==> src/rdc_pkg.sv <==
// constants, types and register map of the radar data converter and timing logic
package rdc_pkg;
  localparam int WORD_W = 15;
  localparam int NUM_IN = 4;
  localparam int SEL_W = 2;
  // ---------------------------------------------------------------
  // reference chain
  // ---------------------------------------------------------------
  localparam int MO_HZ = 2457600;
  localparam int FC_HZ = 614400;
  localparam int REFCLK_HZ = 3200;
  localparam int MO_DIV = MO_HZ / FC_HZ;
  localparam int REF_RATIO = MO_HZ / REFCLK_HZ;
  localparam int REF_W = 12;
  localparam int FC_DIV_A = 4;
  localparam int FC_DIV_B = 32;
  localparam int FC_DIV_C = 64;
  localparam int FCD_W = $clog2(FC_DIV_C);
  // ---------------------------------------------------------------
  // timing, thermal
  // ---------------------------------------------------------------
  localparam longint CLK_HZ = 20000000;
  localparam int MOVE_TIME_S = 10;
  localparam int MOVE_CYCLES = int'(MOVE_TIME_S * CLK_HZ);
  localparam int TEMP_W = 10;
  localparam logic signed [TEMP_W-1:0] HEAT_ON_F = 10'sh037;
  localparam logic signed [TEMP_W-1:0] HEAT_OFF_F = 10'sh046;
  // ---------------------------------------------------------------
  // selector codes and register map
  // ---------------------------------------------------------------
  localparam logic [1:0] SEL_POS1 = 2'h0;
  localparam logic [1:0] SEL_POS2 = 2'h1;
  localparam logic [1:0] SEL_AUTO = 2'h2;
  localparam int ADDR_W = 5;
  localparam logic [ADDR_W-1:0] A_CTRL = 5'h00;
  localparam logic [ADDR_W-1:0] A_STATUS = 5'h04;
  localparam logic [ADDR_W-1:0] A_WORD = 5'h08;
  localparam logic [ADDR_W-1:0] A_REFMEAS = 5'h0C;
  localparam int CTRL_TEST_BIT = 0;
  localparam int CTRL_HINH_BIT = 1;
  localparam logic [1:0] CTRL_RST = 2'h0;
  localparam logic [1:0] RESP_OKAY = 2'h0;
  localparam logic [1:0] RESP_SLVERR = 2'h2;
  typedef enum logic [0:0] {TILT_IDLE, TILT_MOVE} rdc_tilt_e;
endpackage

==> src/rdc_radar_timing.sv <==
// radar support logic: converter, reference chain, tilt, heater, bus slave
`timescale 1ns/1ns
module rdc_radar_timing #(
  parameter int MOVE_LIMIT = rdc_pkg::MOVE_CYCLES
) (
  input wire logic aclk,
  input wire logic aresetn,
  input wire logic [rdc_pkg::ADDR_W-1:0] s_axi_awaddr,
  input wire logic s_axi_awvalid,
  output logic s_axi_awready,
  input wire logic [31:0] s_axi_wdata,
  input wire logic [3:0] s_axi_wstrb,
  input wire logic s_axi_wvalid,
  output logic s_axi_wready,
  output logic [1:0] s_axi_bresp,
  output logic s_axi_bvalid,
  input wire logic s_axi_bready,
  input wire logic [rdc_pkg::ADDR_W-1:0] s_axi_araddr,
  input wire logic s_axi_arvalid,
  output logic s_axi_arready,
  output logic [31:0] s_axi_rdata,
  output logic [1:0] s_axi_rresp,
  output logic s_axi_rvalid,
  input wire logic s_axi_rready,
  input wire logic [rdc_pkg::NUM_IN-1:0] pulse_rate_input,
  input wire logic [rdc_pkg::SEL_W-1:0] input_select,
  input wire logic count_window,
  input wire logic readout_cmd,
  input wire logic readout_clk,
  output logic serial_pos,
  output logic serial_neg,
  input wire logic master_osc,
  input wire logic ref_clk_3k2,
  output logic osc_speed_up,
  output logic osc_speed_down,
  output logic ref_locked,
  output logic sub_fc,
  output logic sub_fc_a,
  output logic sub_fc_b,
  output logic sub_fc_c,
  input wire logic self_test_sw,
  output logic vel_test_tone,
  output logic alt_test_tone,
  input wire logic [1:0] antenna_selector,
  input wire logic tilt_cmd,
  input wire logic limit_pos1,
  input wire logic limit_pos2,
  output logic drive_pos1,
  output logic drive_pos2,
  input wire logic sense_pos1,
  input wire logic sense_pos2,
  output logic pos1_ind,
  output logic pos2_ind,
  input wire logic [rdc_pkg::TEMP_W-1:0] antenna_temp,
  input wire logic main_pwr,
  output logic heater_on,
  input wire logic range_good,
  input wire logic vel_good,
  input wire logic range_scale,
  output logic range_valid_ind,
  output logic vel_valid_ind,
  output logic range_scale_ind
);
  import rdc_pkg::*;

  localparam int TMR_W = $clog2(MOVE_LIMIT + 1);
  localparam int BIT_A = $clog2(FC_DIV_A) - 1;
  localparam int BIT_B = $clog2(FC_DIV_B) - 1;
  localparam int BIT_C = $clog2(FC_DIV_C) - 1;
  localparam int MOD_W = $clog2(MO_DIV);
  localparam int NSYNC = NUM_IN + SEL_W + 17;

  if (MOVE_LIMIT < 2) begin : g_bad_move
    $error("rdc_radar_timing: MOVE_LIMIT must be at least 2");
  end

  // ---------------------------------------------------------------
  // pin synchronisers
  // ---------------------------------------------------------------
  // temperature bits are synchronised as a bus: it drifts far slower
  // than the clock, so a split sample is rare and lasts one clock at worst
  logic [NSYNC-1:0] pin_meta_ff;
  logic [NSYNC-1:0] pin_sync_ff;
  logic [NSYNC-1:0] pins;
  logic [NUM_IN-1:0] pri_s;
  logic [SEL_W-1:0] sel_s;
  logic win_s, rd_s, rclk_s, mo_s, ref_s, test_s, cmd_s;
  logic lim1_s, lim2_s, sns1_s, sns2_s, pwr_s, rg_s, vg_s, rs_s;
  logic [1:0] asel_s;
  logic [TEMP_W-1:0] temp_s;

  assign pins = {pulse_rate_input, input_select, count_window, readout_cmd,
                 readout_clk, master_osc, ref_clk_3k2, self_test_sw, tilt_cmd,
                 limit_pos1, limit_pos2, sense_pos1, sense_pos2, main_pwr,
                 range_good, vel_good, range_scale, antenna_selector};

  always_ff @(posedge aclk) begin
    if (!aresetn) begin
      pin_meta_ff <= '0;
      pin_sync_ff <= '0;
    end else begin
      pin_meta_ff <= pins;
      pin_sync_ff <= pin_meta_ff;
    end
  end

  assign {pri_s, sel_s, win_s, rd_s, rclk_s, mo_s, ref_s, test_s, cmd_s,
          lim1_s, lim2_s, sns1_s, sns2_s, pwr_s, rg_s, vg_s, rs_s,
          asel_s} = pin_sync_ff;

  logic [TEMP_W-1:0] temp_meta_ff;
  logic [TEMP_W-1:0] temp_sync_ff;

  always_ff @(posedge aclk) begin
    if (!aresetn) begin
      temp_meta_ff <= '0;
      temp_sync_ff <= '0;
    end else begin
      temp_meta_ff <= antenna_temp;
      temp_sync_ff <= temp_meta_ff;
    end
  end
  assign temp_s = temp_sync_ff;

  // edge detection on the synchronised copies only
  logic [NUM_IN-1:0] pri_d_ff;
  logic rclk_d_ff, mo_d_ff, ref_d_ff;
  logic [NUM_IN-1:0] pri_rise;
  logic rclk_rise, mo_rise, ref_rise;

  always_ff @(posedge aclk) begin
    if (!aresetn) begin
      pri_d_ff <= '0;
      rclk_d_ff <= 1'b0;
      mo_d_ff <= 1'b0;
      ref_d_ff <= 1'b0;
    end else begin
      pri_d_ff <= pri_s;
      rclk_d_ff <= rclk_s;
      mo_d_ff <= mo_s;
      ref_d_ff <= ref_s;
    end
  end

  assign pri_rise = pri_s & ~pri_d_ff;
  assign rclk_rise = rclk_s & ~rclk_d_ff;
  assign mo_rise = mo_s & ~mo_d_ff;
  assign ref_rise = ref_s & ~ref_d_ff;

  // ---------------------------------------------------------------
  // serial word converter
  // ---------------------------------------------------------------
  logic [WORD_W-1:0] last_word;

  rdc_converter #(.WIDTH(WORD_W)) u_conv (
    .aclk(aclk),
    .aresetn(aresetn),
    .pulse(pri_rise[sel_s]),
    .gate_open(win_s),
    .readout(rd_s),
    .shift_step(rclk_rise),
    .ser_p(serial_pos),
    .ser_n(serial_neg),
    .last_word(last_word)
  );

  // ---------------------------------------------------------------
  // reference chain
  // ---------------------------------------------------------------
  logic [MOD_W-1:0] mo_cnt_ff;
  logic [FCD_W-1:0] fc_cnt_ff;
  logic fc_d_ff;
  logic fc_rise;

  always_ff @(posedge aclk) begin
    if (!aresetn) begin
      mo_cnt_ff <= '0;
      fc_d_ff <= 1'b0;
    end else begin
      if (mo_rise) begin
        mo_cnt_ff <= mo_cnt_ff + 1'b1;
      end
      fc_d_ff <= mo_cnt_ff[MOD_W-1];
    end
  end
  assign fc_rise = mo_cnt_ff[MOD_W-1] & ~fc_d_ff;

  always_ff @(posedge aclk) begin
    if (!aresetn) begin
      fc_cnt_ff <= '0;
    end else if (fc_rise) begin
      fc_cnt_ff <= fc_cnt_ff + 1'b1;
    end
  end

  always_ff @(posedge aclk) begin
    if (!aresetn) begin
      sub_fc <= 1'b0;
      sub_fc_a <= 1'b0;
      sub_fc_b <= 1'b0;
      sub_fc_c <= 1'b0;
    end else begin
      sub_fc <= mo_cnt_ff[MOD_W-1];
      sub_fc_a <= fc_cnt_ff[BIT_A];
      sub_fc_b <= fc_cnt_ff[BIT_B];
      sub_fc_c <= fc_cnt_ff[BIT_C];
    end
  end

  // master edges per reference period steer the oscillator control
  logic [REF_W-1:0] ref_cnt_ff;
  logic [REF_W-1:0] ref_meas_ff;

  always_ff @(posedge aclk) begin
    if (!aresetn) begin
      ref_cnt_ff <= '0;
      ref_meas_ff <= '0;
      osc_speed_up <= 1'b0;
      osc_speed_down <= 1'b0;
      ref_locked <= 1'b0;
    end else if (ref_rise) begin
      ref_cnt_ff <= {{(REF_W-1){1'b0}}, mo_rise};
      ref_meas_ff <= ref_cnt_ff;
      osc_speed_up <= ref_cnt_ff < REF_W'(REF_RATIO);
      osc_speed_down <= ref_cnt_ff > REF_W'(REF_RATIO);
      ref_locked <= ref_cnt_ff == REF_W'(REF_RATIO);
    end else if (mo_rise && !(&ref_cnt_ff)) begin
      ref_cnt_ff <= ref_cnt_ff + 1'b1;
    end
  end

  // ---------------------------------------------------------------
  // self test tones
  // ---------------------------------------------------------------
  logic [1:0] ctrl_ff;
  logic test_active;

  assign test_active = test_s | ctrl_ff[CTRL_TEST_BIT];

  always_ff @(posedge aclk) begin
    if (!aresetn) begin
      vel_test_tone <= 1'b0;
      alt_test_tone <= 1'b0;
    end else begin
      vel_test_tone <= test_active & fc_cnt_ff[BIT_C];
      alt_test_tone <= test_active & fc_cnt_ff[BIT_B];
    end
  end

  a_test_tones: assert property (@(posedge aclk) disable iff (!aresetn)
    !test_active |=> !vel_test_tone && !alt_test_tone)
    else $error("test tone out while test is off");

  // ---------------------------------------------------------------
  // antenna tilt
  // ---------------------------------------------------------------
  rdc_tilt_e tilt_ff;
  logic target2_ff;
  logic move_late_ff;
  logic [TMR_W-1:0] tmr_ff;
  logic want2;
  logic at_want;
  logic at_target;

  assign want2 = (asel_s == SEL_POS2) || ((asel_s == SEL_AUTO) && cmd_s);
  assign at_want = want2 ? lim2_s : lim1_s;
  assign at_target = target2_ff ? lim2_s : lim1_s;

  always_ff @(posedge aclk) begin
    if (!aresetn) begin
      tilt_ff <= TILT_IDLE;
      target2_ff <= 1'b0;
      tmr_ff <= '0;
      move_late_ff <= 1'b0;
    end else begin
      case (tilt_ff)
        TILT_IDLE: begin
          tmr_ff <= '0;
          if (!at_want && (!move_late_ff || (want2 != target2_ff))) begin
            tilt_ff <= TILT_MOVE;
            target2_ff <= want2;
            move_late_ff <= 1'b0;
          end
        end
        TILT_MOVE: begin
          tmr_ff <= tmr_ff + 1'b1;
          if (at_target || (want2 != target2_ff)) begin
            tilt_ff <= TILT_IDLE;
            tmr_ff <= '0;
          end else if (tmr_ff == TMR_W'(MOVE_LIMIT - 1)) begin
            tilt_ff <= TILT_IDLE;
            tmr_ff <= '0;
            move_late_ff <= 1'b1;
          end
        end
        default: begin
          tilt_ff <= TILT_IDLE;
        end
      endcase
    end
  end

  // a timed-out move stays stopped until the request changes
  assign drive_pos1 = (tilt_ff == TILT_MOVE) && !target2_ff && !move_late_ff;
  assign drive_pos2 = (tilt_ff == TILT_MOVE) && target2_ff && !move_late_ff;

  a_drive_exclusive: assert property (@(posedge aclk) disable iff (!aresetn)
    !(drive_pos1 && drive_pos2)) else $error("both tilt lines driven");
  a_drive_limit: assert property (@(posedge aclk) disable iff (!aresetn)
    (drive_pos1 && lim1_s) |=> !drive_pos1)
    else $error("drive held at position limit");
  a_move_bound: assert property (@(posedge aclk) disable iff (!aresetn)
    tmr_ff < TMR_W'(MOVE_LIMIT)) else $error("move ran past its time");

  // ---------------------------------------------------------------
  // position and status discretes
  // ---------------------------------------------------------------
  always_ff @(posedge aclk) begin
    if (!aresetn) begin
      pos1_ind <= 1'b0;
      pos2_ind <= 1'b0;
      range_valid_ind <= 1'b0;
      vel_valid_ind <= 1'b0;
      range_scale_ind <= 1'b0;
    end else begin
      pos1_ind <= sns1_s;
      pos2_ind <= sns2_s;
      range_valid_ind <= rg_s;
      vel_valid_ind <= vg_s;
      range_scale_ind <= rs_s;
    end
  end

  a_pos_ind: assert property (@(posedge aclk) disable iff (!aresetn)
    pos1_ind == $past(sns1_s) && pos2_ind == $past(sns2_s))
    else $error("position indication does not follow contacts");

  // ---------------------------------------------------------------
  // heater
  // ---------------------------------------------------------------
  logic signed [TEMP_W-1:0] temp_sv;
  assign temp_sv = temp_s;

  always_ff @(posedge aclk) begin
    if (!aresetn) begin
      heater_on <= 1'b0;
    end else if (pwr_s || ctrl_ff[CTRL_HINH_BIT]) begin
      heater_on <= 1'b0;
    end else if (temp_sv <= HEAT_ON_F) begin
      heater_on <= 1'b1;
    end else if (temp_sv >= HEAT_OFF_F) begin
      heater_on <= 1'b0;
    end
  end

  a_heater_pwr: assert property (@(posedge aclk) disable iff (!aresetn)
    pwr_s |=> !heater_on) else $error("heater on with radar powered");
  a_heater_hyst: assert property (@(posedge aclk) disable iff (!aresetn)
    (!pwr_s && !ctrl_ff[CTRL_HINH_BIT] && temp_sv > HEAT_ON_F
     && temp_sv < HEAT_OFF_F) |=> heater_on == $past(heater_on))
    else $error("heater changed inside band");

  // ---------------------------------------------------------------
  // register bus
  // ---------------------------------------------------------------
  function automatic logic addr_mapped(input logic [ADDR_W-1:0] a);
    logic [ADDR_W-1:0] w;
    w = {a[ADDR_W-1:2], 2'h0};
    return (w == A_CTRL) || (w == A_STATUS) || (w == A_WORD) || (w == A_REFMEAS);
  endfunction

  logic aw_got_ff, w_got_ff;
  logic [ADDR_W-1:0] awaddr_ff;
  logic [31:0] wdata_ff;
  logic wstrb0_ff;
  logic [ADDR_W-1:0] ar_word;

  assign s_axi_awready = !aw_got_ff && !s_axi_bvalid;
  assign s_axi_wready = !w_got_ff && !s_axi_bvalid;
  assign s_axi_arready = !s_axi_rvalid;
  assign ar_word = {s_axi_araddr[ADDR_W-1:2], 2'h0};

  always_ff @(posedge aclk) begin
    if (!aresetn) begin
      aw_got_ff <= 1'b0;
      w_got_ff <= 1'b0;
      awaddr_ff <= '0;
      wdata_ff <= '0;
      wstrb0_ff <= 1'b0;
      s_axi_bvalid <= 1'b0;
      s_axi_bresp <= RESP_OKAY;
      ctrl_ff <= CTRL_RST;
    end else begin
      if (s_axi_awvalid && s_axi_awready) begin
        aw_got_ff <= 1'b1;
        awaddr_ff <= s_axi_awaddr;
      end
      if (s_axi_wvalid && s_axi_wready) begin
        w_got_ff <= 1'b1;
        wdata_ff <= s_axi_wdata;
        wstrb0_ff <= s_axi_wstrb[0];
      end
      if (aw_got_ff && w_got_ff && !s_axi_bvalid) begin
        aw_got_ff <= 1'b0;
        w_got_ff <= 1'b0;
        s_axi_bvalid <= 1'b1;
        s_axi_bresp <= addr_mapped(awaddr_ff) ? RESP_OKAY : RESP_SLVERR;
        if ({awaddr_ff[ADDR_W-1:2], 2'h0} == A_CTRL && wstrb0_ff) begin
          ctrl_ff <= wdata_ff[1:0];
        end
      end else if (s_axi_bvalid && s_axi_bready) begin
        s_axi_bvalid <= 1'b0;
      end
    end
  end

  always_ff @(posedge aclk) begin
    if (!aresetn) begin
      s_axi_rvalid <= 1'b0;
      s_axi_rdata <= '0;
      s_axi_rresp <= RESP_OKAY;
    end else if (s_axi_arvalid && s_axi_arready) begin
      s_axi_rvalid <= 1'b1;
      s_axi_rresp <= addr_mapped(s_axi_araddr) ? RESP_OKAY : RESP_SLVERR;
      case (ar_word)
        A_CTRL: s_axi_rdata <= {30'h00000000, ctrl_ff};
        A_STATUS: s_axi_rdata <= {22'h000000, move_late_ff, ref_locked,
                                  heater_on, pos2_ind, pos1_ind, drive_pos2,
                                  drive_pos1, tilt_ff == TILT_MOVE, test_active,
                                  ser_word_busy()};
        A_WORD: s_axi_rdata <= {17'h00000, last_word};
        A_REFMEAS: s_axi_rdata <= {20'h00000, ref_meas_ff};
        default: s_axi_rdata <= 32'h00000000;
      endcase
    end else if (s_axi_rvalid && s_axi_rready) begin
      s_axi_rvalid <= 1'b0;
    end
  end

  function automatic logic ser_word_busy();
    return rd_s;
  endfunction
endmodule

==> src/rdc_converter.sv <==
// serial word converter: gated pulse counter, capture and serial shifter
`timescale 1ns/1ns
module rdc_converter #(
  parameter int WIDTH = rdc_pkg::WORD_W
) (
  input wire logic aclk,
  input wire logic aresetn,
  input wire logic pulse,
  input wire logic gate_open,
  input wire logic readout,
  input wire logic shift_step,
  output logic ser_p,
  output logic ser_n,
  output logic [WIDTH-1:0] last_word
);
  import rdc_pkg::*;

  if (WIDTH < 2) begin : g_bad_width
    $error("rdc_converter: WIDTH must be at least 2");
  end

  logic [WIDTH-1:0] count_ff;
  logic [WIDTH-1:0] shreg_ff;
  logic gate_d_ff;
  logic gate_close;

  assign gate_close = gate_d_ff & ~gate_open;

  always_ff @(posedge aclk) begin
    if (!aresetn) begin
      gate_d_ff <= 1'b0;
    end else begin
      gate_d_ff <= gate_open;
    end
  end

  // saturate rather than wrap: a wrapped count would read as a small value
  always_ff @(posedge aclk) begin
    if (!aresetn) begin
      count_ff <= '0;
    end else if (gate_close) begin
      count_ff <= '0;
    end else if (gate_open && pulse && !(&count_ff)) begin
      count_ff <= count_ff + 1'b1;
    end
  end

  always_ff @(posedge aclk) begin
    if (!aresetn) begin
      shreg_ff <= '0;
      last_word <= '0;
    end else if (gate_close) begin
      shreg_ff <= count_ff;
      last_word <= count_ff;
    end else if (readout && shift_step) begin
      shreg_ff <= {shreg_ff[WIDTH-2:0], 1'b0};
    end
  end

  assign ser_p = shreg_ff[WIDTH-1];
  assign ser_n = ~shreg_ff[WIDTH-1];

  a_serial_compl: assert property (@(posedge aclk) disable iff (!aresetn)
    ser_p != ser_n) else $error("serial lines not complementary");
  a_shift_readout: assert property (@(posedge aclk) disable iff (!aresetn)
    (!readout && !gate_close) |=> $stable(shreg_ff))
    else $error("shift register moved without readout");
  a_count_gate: assert property (@(posedge aclk) disable iff (!aresetn)
    !gate_open |=> count_ff == '0) else $error("counted outside window");
  a_capture_count: assert property (@(posedge aclk) disable iff (!aresetn)
    gate_close |=> shreg_ff == $past(count_ff) && last_word == $past(count_ff))
    else $error("window end did not capture count");
  a_msb_first: assert property (@(posedge aclk) disable iff (!aresetn)
    (readout && shift_step && !gate_close) |=> ser_p == $past(shreg_ff[WIDTH-2]))
    else $error("next bit is not the next lower bit");
endmodule

==> config.mk <==
export PLATFORM = sky130hd
export DESIGN_NAME = rdc_radar_timing
export DESIGN_NICKNAME = d
export VERILOG_FILES = /design/src/rdc_pkg.sv /design/src/rdc_radar_timing.sv /design/src/rdc_converter.sv
export SDC_FILE = /design/constraint.sdc
export NUM_CORES = 1
export LEC_CHECK = 0
export BUFFER_PORTS_ARGS = -buffer_cell sky130_fd_sc_hd__buf_2
export CELL_PAD_IN_SITES_DETAIL_PLACEMENT = 0
export CELL_PAD_IN_SITES_GLOBAL_PLACEMENT = 1
export CORE_MARGIN = 2
export CORE_UTILIZATION = 39
export CTS_CLUSTER_SIZE = 10
export DETAILED_ROUTE_END_ITERATION = 10
export HOLD_SLACK_MARGIN = 0.05
export PLACE_DENSITY = 0.75
export SYNTH_ARGS = -nofsm -noshare
export SYNTH_HDL_FRONTEND = slang
export SYNTH_SLANG_ARGS = --single-unit
==> constraint.sdc <==
create_clock -name aclk -period 1.9 [get_ports aclk]
set_clock_uncertainty 0.2 [all_clocks]
set_input_delay 0.19 -clock aclk [delete_from_list [all_inputs] [get_ports aclk]]
set_output_delay 0.19 -clock aclk [all_outputs]
set_load 0.05 [all_outputs]
Word-level counts from Yosys, hierarchy flattened
Cells that the tools add are included.
{ "totals": {"inputBits": 86, "register_bits": 247, "out_inout_bits": 60} }
{ "op_classes": {"eq_ne": 14, "n_lt_le_gt_ge": 5, "reduce_logical": 56, "n_bitwise": 18, "mux": 28, "addsub": 5} }
{ "op_table": {"columns": ["operator", "n"], "rows": [
  ["case mux 15 bit (4 select lines)", 1],
  ["two-way mux 28 bit", 2],
  ["case mux 28 bit (2 select lines)", 1],
  ["two-way mux 15 bit", 2],
  ["adder 28 x 1 -> 28 bit (second input constant)", 1],
  ["equality test 28 bit (second input constant)", 1],
  ["logical AND 1 bit", 20],
  ["two-way mux 1 bit", 17],
  ["adder 15 x 1 -> 15 bit (second input constant)", 1],
  ["AND reduction 15 bit", 1],
  ["adder 12 x 1 -> 12 bit (second input constant)", 1],
  ["equality test 12 x 10 -> 1 bit (second input constant)", 1],
  ["equality test 3 x 2 -> 1 bit (second input constant)", 4],
  ["> comparator 12 x 10 -> 1 bit (second input constant)", 1],
  ["< comparator 12 x 10 -> 1 bit (second input constant)", 1],
  ["AND reduction 12 bit", 1],
  [">= comparator 10 x 8 -> 1 bit (second input constant)", 1],
  ["<= comparator 10 x 7 -> 1 bit (second input constant)", 1],
  ["logical OR 1 bit", 10],
  ["nonzero test 2 bit", 5],
  ["zero test 1 bit", 9],
  ["NOT 1 bit", 8],
  ["OR reduction 2 bit", 4],
  ["bitwise AND 1 bit", 7],
  ["other kinds (19)", 25]
]} }

Depth between registers and ports, before layout
{ "logic_depth": {"ltp_word": 8, "ltp_mapped": 8, "ltp_nobuf": 6} }

By module
From an unflattened synthesis, not the netlist that was laid out.
{ "unflattened": {"cells_unflattened": 912, "area_unflattened_um2": 8799.7} }
{ "by_module_without_submodules": {"columns": ["module", "area_each_um2", "instances", "cells_per_inst"], "rows": [
  ["rdc_radar_timing", 6822.8, 1, 695],
  ["rdc_converter", 1976.9, 1, 217]
]} }

Worst setup path before layout
No wires, ideal clock.
{ "synth_timing": {"kind": "register to register", "from": "register tilt_ff", "to": "register s_axi_rdata[3]", "setup_slack_ns": -0.467, "t_arrival_ns": 2.105, "required_time_ns": 1.639, "period_less_slack_ns": 2.367, "path_stages_with_launch": 6, "path_buffers": 0, "setup_ns": 0.061, "cell_sequence": "dfxtp_1 > inv_1 > nor3_1 > mux2_2 > a22o_1 > a32o_1"} }
{ "synth_between": {"elab_chain_cells": 3} }
{ "synth_lines": {"columns": ["element", "line", "text"], "rows": [
  ["start, declared", "rdc_radar_timing.sv:257", "rdc_tilt_e tilt_ff;"],
  ["start signal, assigned", "rdc_radar_timing.sv:271", "tilt_ff <= TILT_IDLE;"],
  ["start signal, assigned", "rdc_radar_timing.sv:280", "tilt_ff <= TILT_MOVE;"],
  ["start signal, assigned", "rdc_radar_timing.sv:288", "tilt_ff <= TILT_IDLE;"],
  ["logical AND 1 bit (2 in series)", "rdc_radar_timing.sv:304", "assign drive_pos1 = (tilt_ff == TILT_MOVE) && !target2_ff && !move_late_ff;"],
  ["via drive_pos1", "rdc_radar_timing.sv:48", "output logic drive_pos1,"],
  ["case mux 15 bit (4 select lines)", "rdc_radar_timing.sv:425", "case (ar_word)"],
  ["end signal, assigned", "rdc_radar_timing.sv:426", "A_CTRL: s_axi_rdata <= {30'h00000000, ctrl_ff};"],
  ["end signal, assigned", "rdc_radar_timing.sv:427", "A_STATUS: s_axi_rdata <= {22'h000000, move_late_ff, ref_locked,"],
  ["end signal, assigned", "rdc_radar_timing.sv:431", "A_WORD: s_axi_rdata <= {17'h00000, last_word};"],
  ["end, declared", "rdc_radar_timing.sv:21", "output logic [31:0] s_axi_rdata,"]
]} }
The timed path passes the listed nets, and every way through them passes these cells.
A chain may end at the register's enable or synchronous reset.

Worst setup path after layout
{ "layout_timing": {"from": "register pin_sync_ff[22]", "to": "register u_conv.count_ff[12]"} }
{ "layout_between": {"elab_chain_cells": 5} }
{ "layout_lines": {"columns": ["element", "line", "text"], "rows": [
  ["start, declared", "rdc_radar_timing.sv:83", "logic [NSYNC-1:0] pin_sync_ff;"],
  ["start signal, assigned", "rdc_radar_timing.sv:103", "pin_sync_ff <= pin_meta_ff;"],
  ["bitwise AND 4 bit", "rdc_radar_timing.sv:145", "assign pri_rise = pri_s & ~pri_d_ff;"],
  ["binary-select mux 1 bit (select 2 bit)", "rdc_radar_timing.sv:158", ".pulse(pri_rise[sel_s]),"],
  ["two-way mux 1 bit (implied by the code)", "rdc_radar_timing.sv:158", null],
  ["logical AND 1 bit (2 in series)", "rdc_converter.sv:43", "end else if (gate_open && pulse && !(&count_ff)) begin"],
  ["end signal, assigned", "rdc_converter.sv:44", "count_ff <= count_ff + 1'b1;"],
  ["end, declared", "rdc_converter.sv:22", "logic [WIDTH-1:0] count_ff;"]
]} }
Every way passes these cells. The select of a mux whose other input is x is not followed.

==> out/results.tsv <==
stage	metric	value	unit
clock_tree	clock_sink_count	224	
placed_design	detail_placement_hpwl	12.6	mm
clock_tree	numCtsBuffers	26	
detailed_routing	starting_drt_drc_count	332	
setup_path	timing.critical_path.depth	6	
sta	rsz0062_at_grt	true	
logic_synthesis	post_synth_instance_area	0.00881	sq mm
detailed_routing	dr_total_vias	6807	
setup_path	timing.critical_path.required	2.10	ns
pwr	leakagePower	4.85	nW
finish	design_area	0.0116	sq mm
grt	global_route.overflow_total	0	
die	area_of_the_die	0.0238	sq mm
detailed_routing	detail_routed_net_length_per_standard_cell	13.6	um
clock_tree	cts_root_buf	clkbuf_16	
grt	grt_max_degree	102	
die	placement_rows	54	
finish	antennaDiodeCount	0	
placed_design	postPlaceCellArea	0.00984	sq mm
clock_tree	cts.clk_slew.worst_paths	0.05	ns
die	die_width	154	um
placed_design	dp.cells	1301	
sta	timing.final.crit_period	1.85	ns
setup_path	worst-setup-path-type	reg -> reg	
setup_path	path_cells	nor2b_4, mux4_2, buf_6, nand4_1, mux2i_1, nor2_1	
setup_path	critPathCaptureType	flip-flop	
finish	layout-area-overhead-vs-synth	32.2	%
status	outcome	complete, no violations	
logic_synthesis	netlist-cell-type-count	55	
setup_path	critical_path.reg2reg.startpoint	pin_sync_ff[22]$_SDFF_PN0_	
pwr	fin_total_pwr	0.00996	W
min_path	min-delay-path-class	in -> reg	
setup_path	crit_path_max_fanout	5	
logic_synthesis	ys_async_sr_fraction	0	
setup_path	critical_path_arrival	2.06	ns
setup_path	cpPeakStageDelay	0.59	ns
finish	final_layout_size_suffix_gt1_frac	0.215	
grt	initial_antenna_violation_count	0	
setup_path	slowest_stage	mux4_2	
min_path	hold_depth	4	
min_path	worstHoldStart	s_axi_araddr[3]	
die	start_util	0.400	
logic_synthesis	synth_edf_count	0	
sta	totalNegativeSetupSlack	0	ns
placed_design	place.port_buffers	88	
logic_synthesis	synth_seq_area_share	0.509	
detailed_routing	drt_drc_violations_left	0	
setup_path	number_of_cells_on_the_worst_reg_to_reg_path	6	
setup_path	crit_buf_inv	1	
flow_run	max_cap_viol_count	0	
sta	achievable-frequency	539	MHz
placed_design	gpl.final_weighted_congestion	0.793	
setup_path	critical_path.top_delay_family	multiplexers	
finish	utilization	0.529	
clock_tree	ctsLongestPathBuffers	3	
finish	layout.filler_cells	1996	
logic_synthesis	synth-main-ff-cell	dfxtp_1	
logic_synthesis	yosysWarningCount	0	
setup_path	ff2ff_setup_slack	0.05	ns
sta	finalMaxSlewViolations	0	
sta	final-setup-viol-count	0	
min_path	whs_endpoint	s_axi_rdata[10]$_SDFFE_PN0P_	
clock_tree	clock_latency	0.53	ns
logic_synthesis	avgSynthCellArea	9.60	sq um
detailed_routing	ant_nets	0	
detailed_routing	vias_per_cell	4.78	
detailed_routing	drtPass1Iterations	5	
sta	min_period_over_period	0.976	
pwr	p_per_area	855	mW/mm^2
die	die_h	154	um
logic_synthesis	synth.ff_latch_count	224	
sta	timing_hold_violations_final	0	
grt	grt_pass1_vias	6595	
setup_path	worst_reg2reg_endpoint	u_conv.count_ff[12]$_SDFFE_PP0P_	
clock_tree	cts_htree_levels	1	
finish	final_net_count	1232	
die	design.core.area	0.0220	sq mm
setup_path	cp-start-kind	flip-flop	
pwr	worst_ir_drop_vdd	741	uV
logic_synthesis	synth_cells	918	
clock_tree	tritoncts	done	
detailed_routing	finalWirelength	19.4	mm
grt	groute.usage.overall	0.161	
die	io_pins	146	
grt	grt_pass1_wl	31.9	mm
finish	final_instance_count_without_filler_cells	1425	
[cells in the mapped netlist (5+ instances only)]
cell type / count / area [sq um]
and2_1: 106 / 663
dfxtp_1: 224 / 4480
nand4_1: 18 / 113
inv_1: 11 / 41.3
o21ai_0: 33 / 165
nor2b_1: 37 / 231
a22oi_1: 10 / 75.1
buf_4: 20 / 150
ha_1: 5 / 62.6
nor2_1: 53 / 199
clkbuf_1: 34 / 128
a21oi_1: 16 / 80.1
nor3_1: 12 / 60.1
a21boi_0: 35 / 263
and3_1: 9 / 56.3
buf_2: 5 / 25.0
xnor2_1: 15 / 131
mux2_2: 8 / 90.1
nand3_1: 37 / 185
xor2_1: 26 / 228
mux2i_1: 28 / 280
or3_1: 10 / 62.6
nand2_1: 95 / 357
a22o_1: 8 / 70.1
nand2b_1: 8 / 50.1
[state kept, by name, indices dropped and copies added (netlist names), 3 cells and up]
register          count
pri_d_ff              4
ref_cnt_ff           12
pin_meta_ff          23
fc_cnt_ff             6
temp_s                9
u_conv.last_word     15
ref_meas_ff          12
awaddr_ff             3
u_conv.count_ff      15
u_conv.shreg_ff      15
s_axi_rdata          15
temp_meta_ff          9
tmr_ff               28
pin_sync_ff          23
[stage by stage]
stage / worst slack [ns] / hold WS, ns
after floorplan: 0.0139 / 0.117
after global placement: 0.0274 / 0.183
after detailed placement: -0.0206 / 0.186
after CTS: 0.00549 / 0.146
after global routing: -0.0254 / 0.191
final: 0.0451 / 0.167
[tightest hold or removal path: stages]
cell	delay, ns
buf_2	0.21
nor3b_1	0.23
a22oi_1	0.14
nor2b_1	0.06
[power breakdown]
part	internal, W	switching (W)
Combinational	0.000359	0.000442
Clock	0.00252	0.00178
Sequential	0.00481	0.0000539
[final cells by class]
class / count / area, sq um / share of cell area
inverter: 11 / 45.0 / 0.00387
clock inverter: 1 / 30.0 / 0.00258
multi-input combinational: 638 / 4150 / 0.356
tap: 280 / 350 / 0.0301
sequential: 224 / 4500 / 0.387
clock buffer: 31 / 689 / 0.0592
timing repair buffer: 240 / 1880 / 0.161
[how the worst max path moves through the flow]
stage,startpoint,to,slack [ns]
finish,pin_sync_ff[22]$_SDFF_PN0_,u_conv.count_ff[12]$_SDFFE_PP0P_,0.05
detailed placement,pin_sync_ff[22]$_SDFF_PN0_,u_conv.count_ff[13]$_SDFFE_PP0P_,-0.02
floorplan,s_axi_bvalid$_SDFFE_PN0P_,ctrl_ff[0]$_SDFFE_PN0P_,0.01
CTS,tilt_ff$_SDFF_PN0_,drive_pos1,0.005
global placement,pin_sync_ff[22]$_SDFF_PN0_,u_conv.count_ff[7]$_SDFFE_PP0P_,0.03
global route,pin_sync_ff[22]$_SDFF_PN0_,u_conv.count_ff[12]$_SDFFE_PP0P_,-0.03
[metal layers]
metal	wire length, um	track usage	vias to the layer above
met1	9510	0.224	3130
met4	348	0.0441	0
li1	-	-	3501
met2	8630	0.259	145
met3	924	0.0263	31
met5	0	0	-
[logic make-up (layout without fill, tap and decap cells)]
| group | after synthesis | count (layout) | share of synthesized area |
|---|---|---|---|
| AND/OR/NAND/NOR | 414 | 414 | 0.257 |
| flip-flops | 224 | 224 | 0.509 |
| AO/OA/AOI/OAI | 119 | 119 | 0.0902 |
| buffers and inverters | 74 | 283 | 0.0433 |
| XOR/XNOR | 41 | 41 | 0.0408 |
| multiplexers | 40 | 40 | 0.0523 |
| adder cells (fa/ha/maj) | 5 | 5 | 0.00710 |
| other | 1 | 19 | 0.000426 |
[repair_timing]
| action | CTS | global route |
|---|---|---|
| setup endpoints to repair | 6 | 49 |
| pin swaps | 1 | 15 |
| gates resized for setup | 8 | 40 |
| cloned | 0 | 3 |
| endpoints found under the hold margin | 111 | 0 |
| setup buffers | 0 | 7 |
| hold buffers | 82 | 0 |
[cell usage in the layout (no fill, tap or decap), drive strengths merged, types with 4 or more instances in the layout]
| cell | n |
|---|---|
| nand2b | 8 |
| nor2b | 37 |
| and3 | 10 |
| xnor2 | 15 |
| o21ai | 33 |
| nand3 | 37 |
| mux2i | 29 |
| a21boi | 35 |
| mux2 | 8 |
| conb | 19 |
| xor2 | 26 |
| or3 | 11 |
| nor4 | 6 |
| nor3 | 12 |
| and2 | 108 |
| dfxtp | 224 |
| a21oi | 16 |
| a22o | 8 |
| or4 | 4 |
| nand4 | 19 |
| dlygate4sd3 | 82 |
| nand2 | 95 |
| a22oi | 10 |
| ha | 5 |
| inv | 10 |
| and4 | 4 |
| nor2 | 53 |
| clkbuf | 32 |
| buf | 156 |
(Power assumes the default switching activity.)
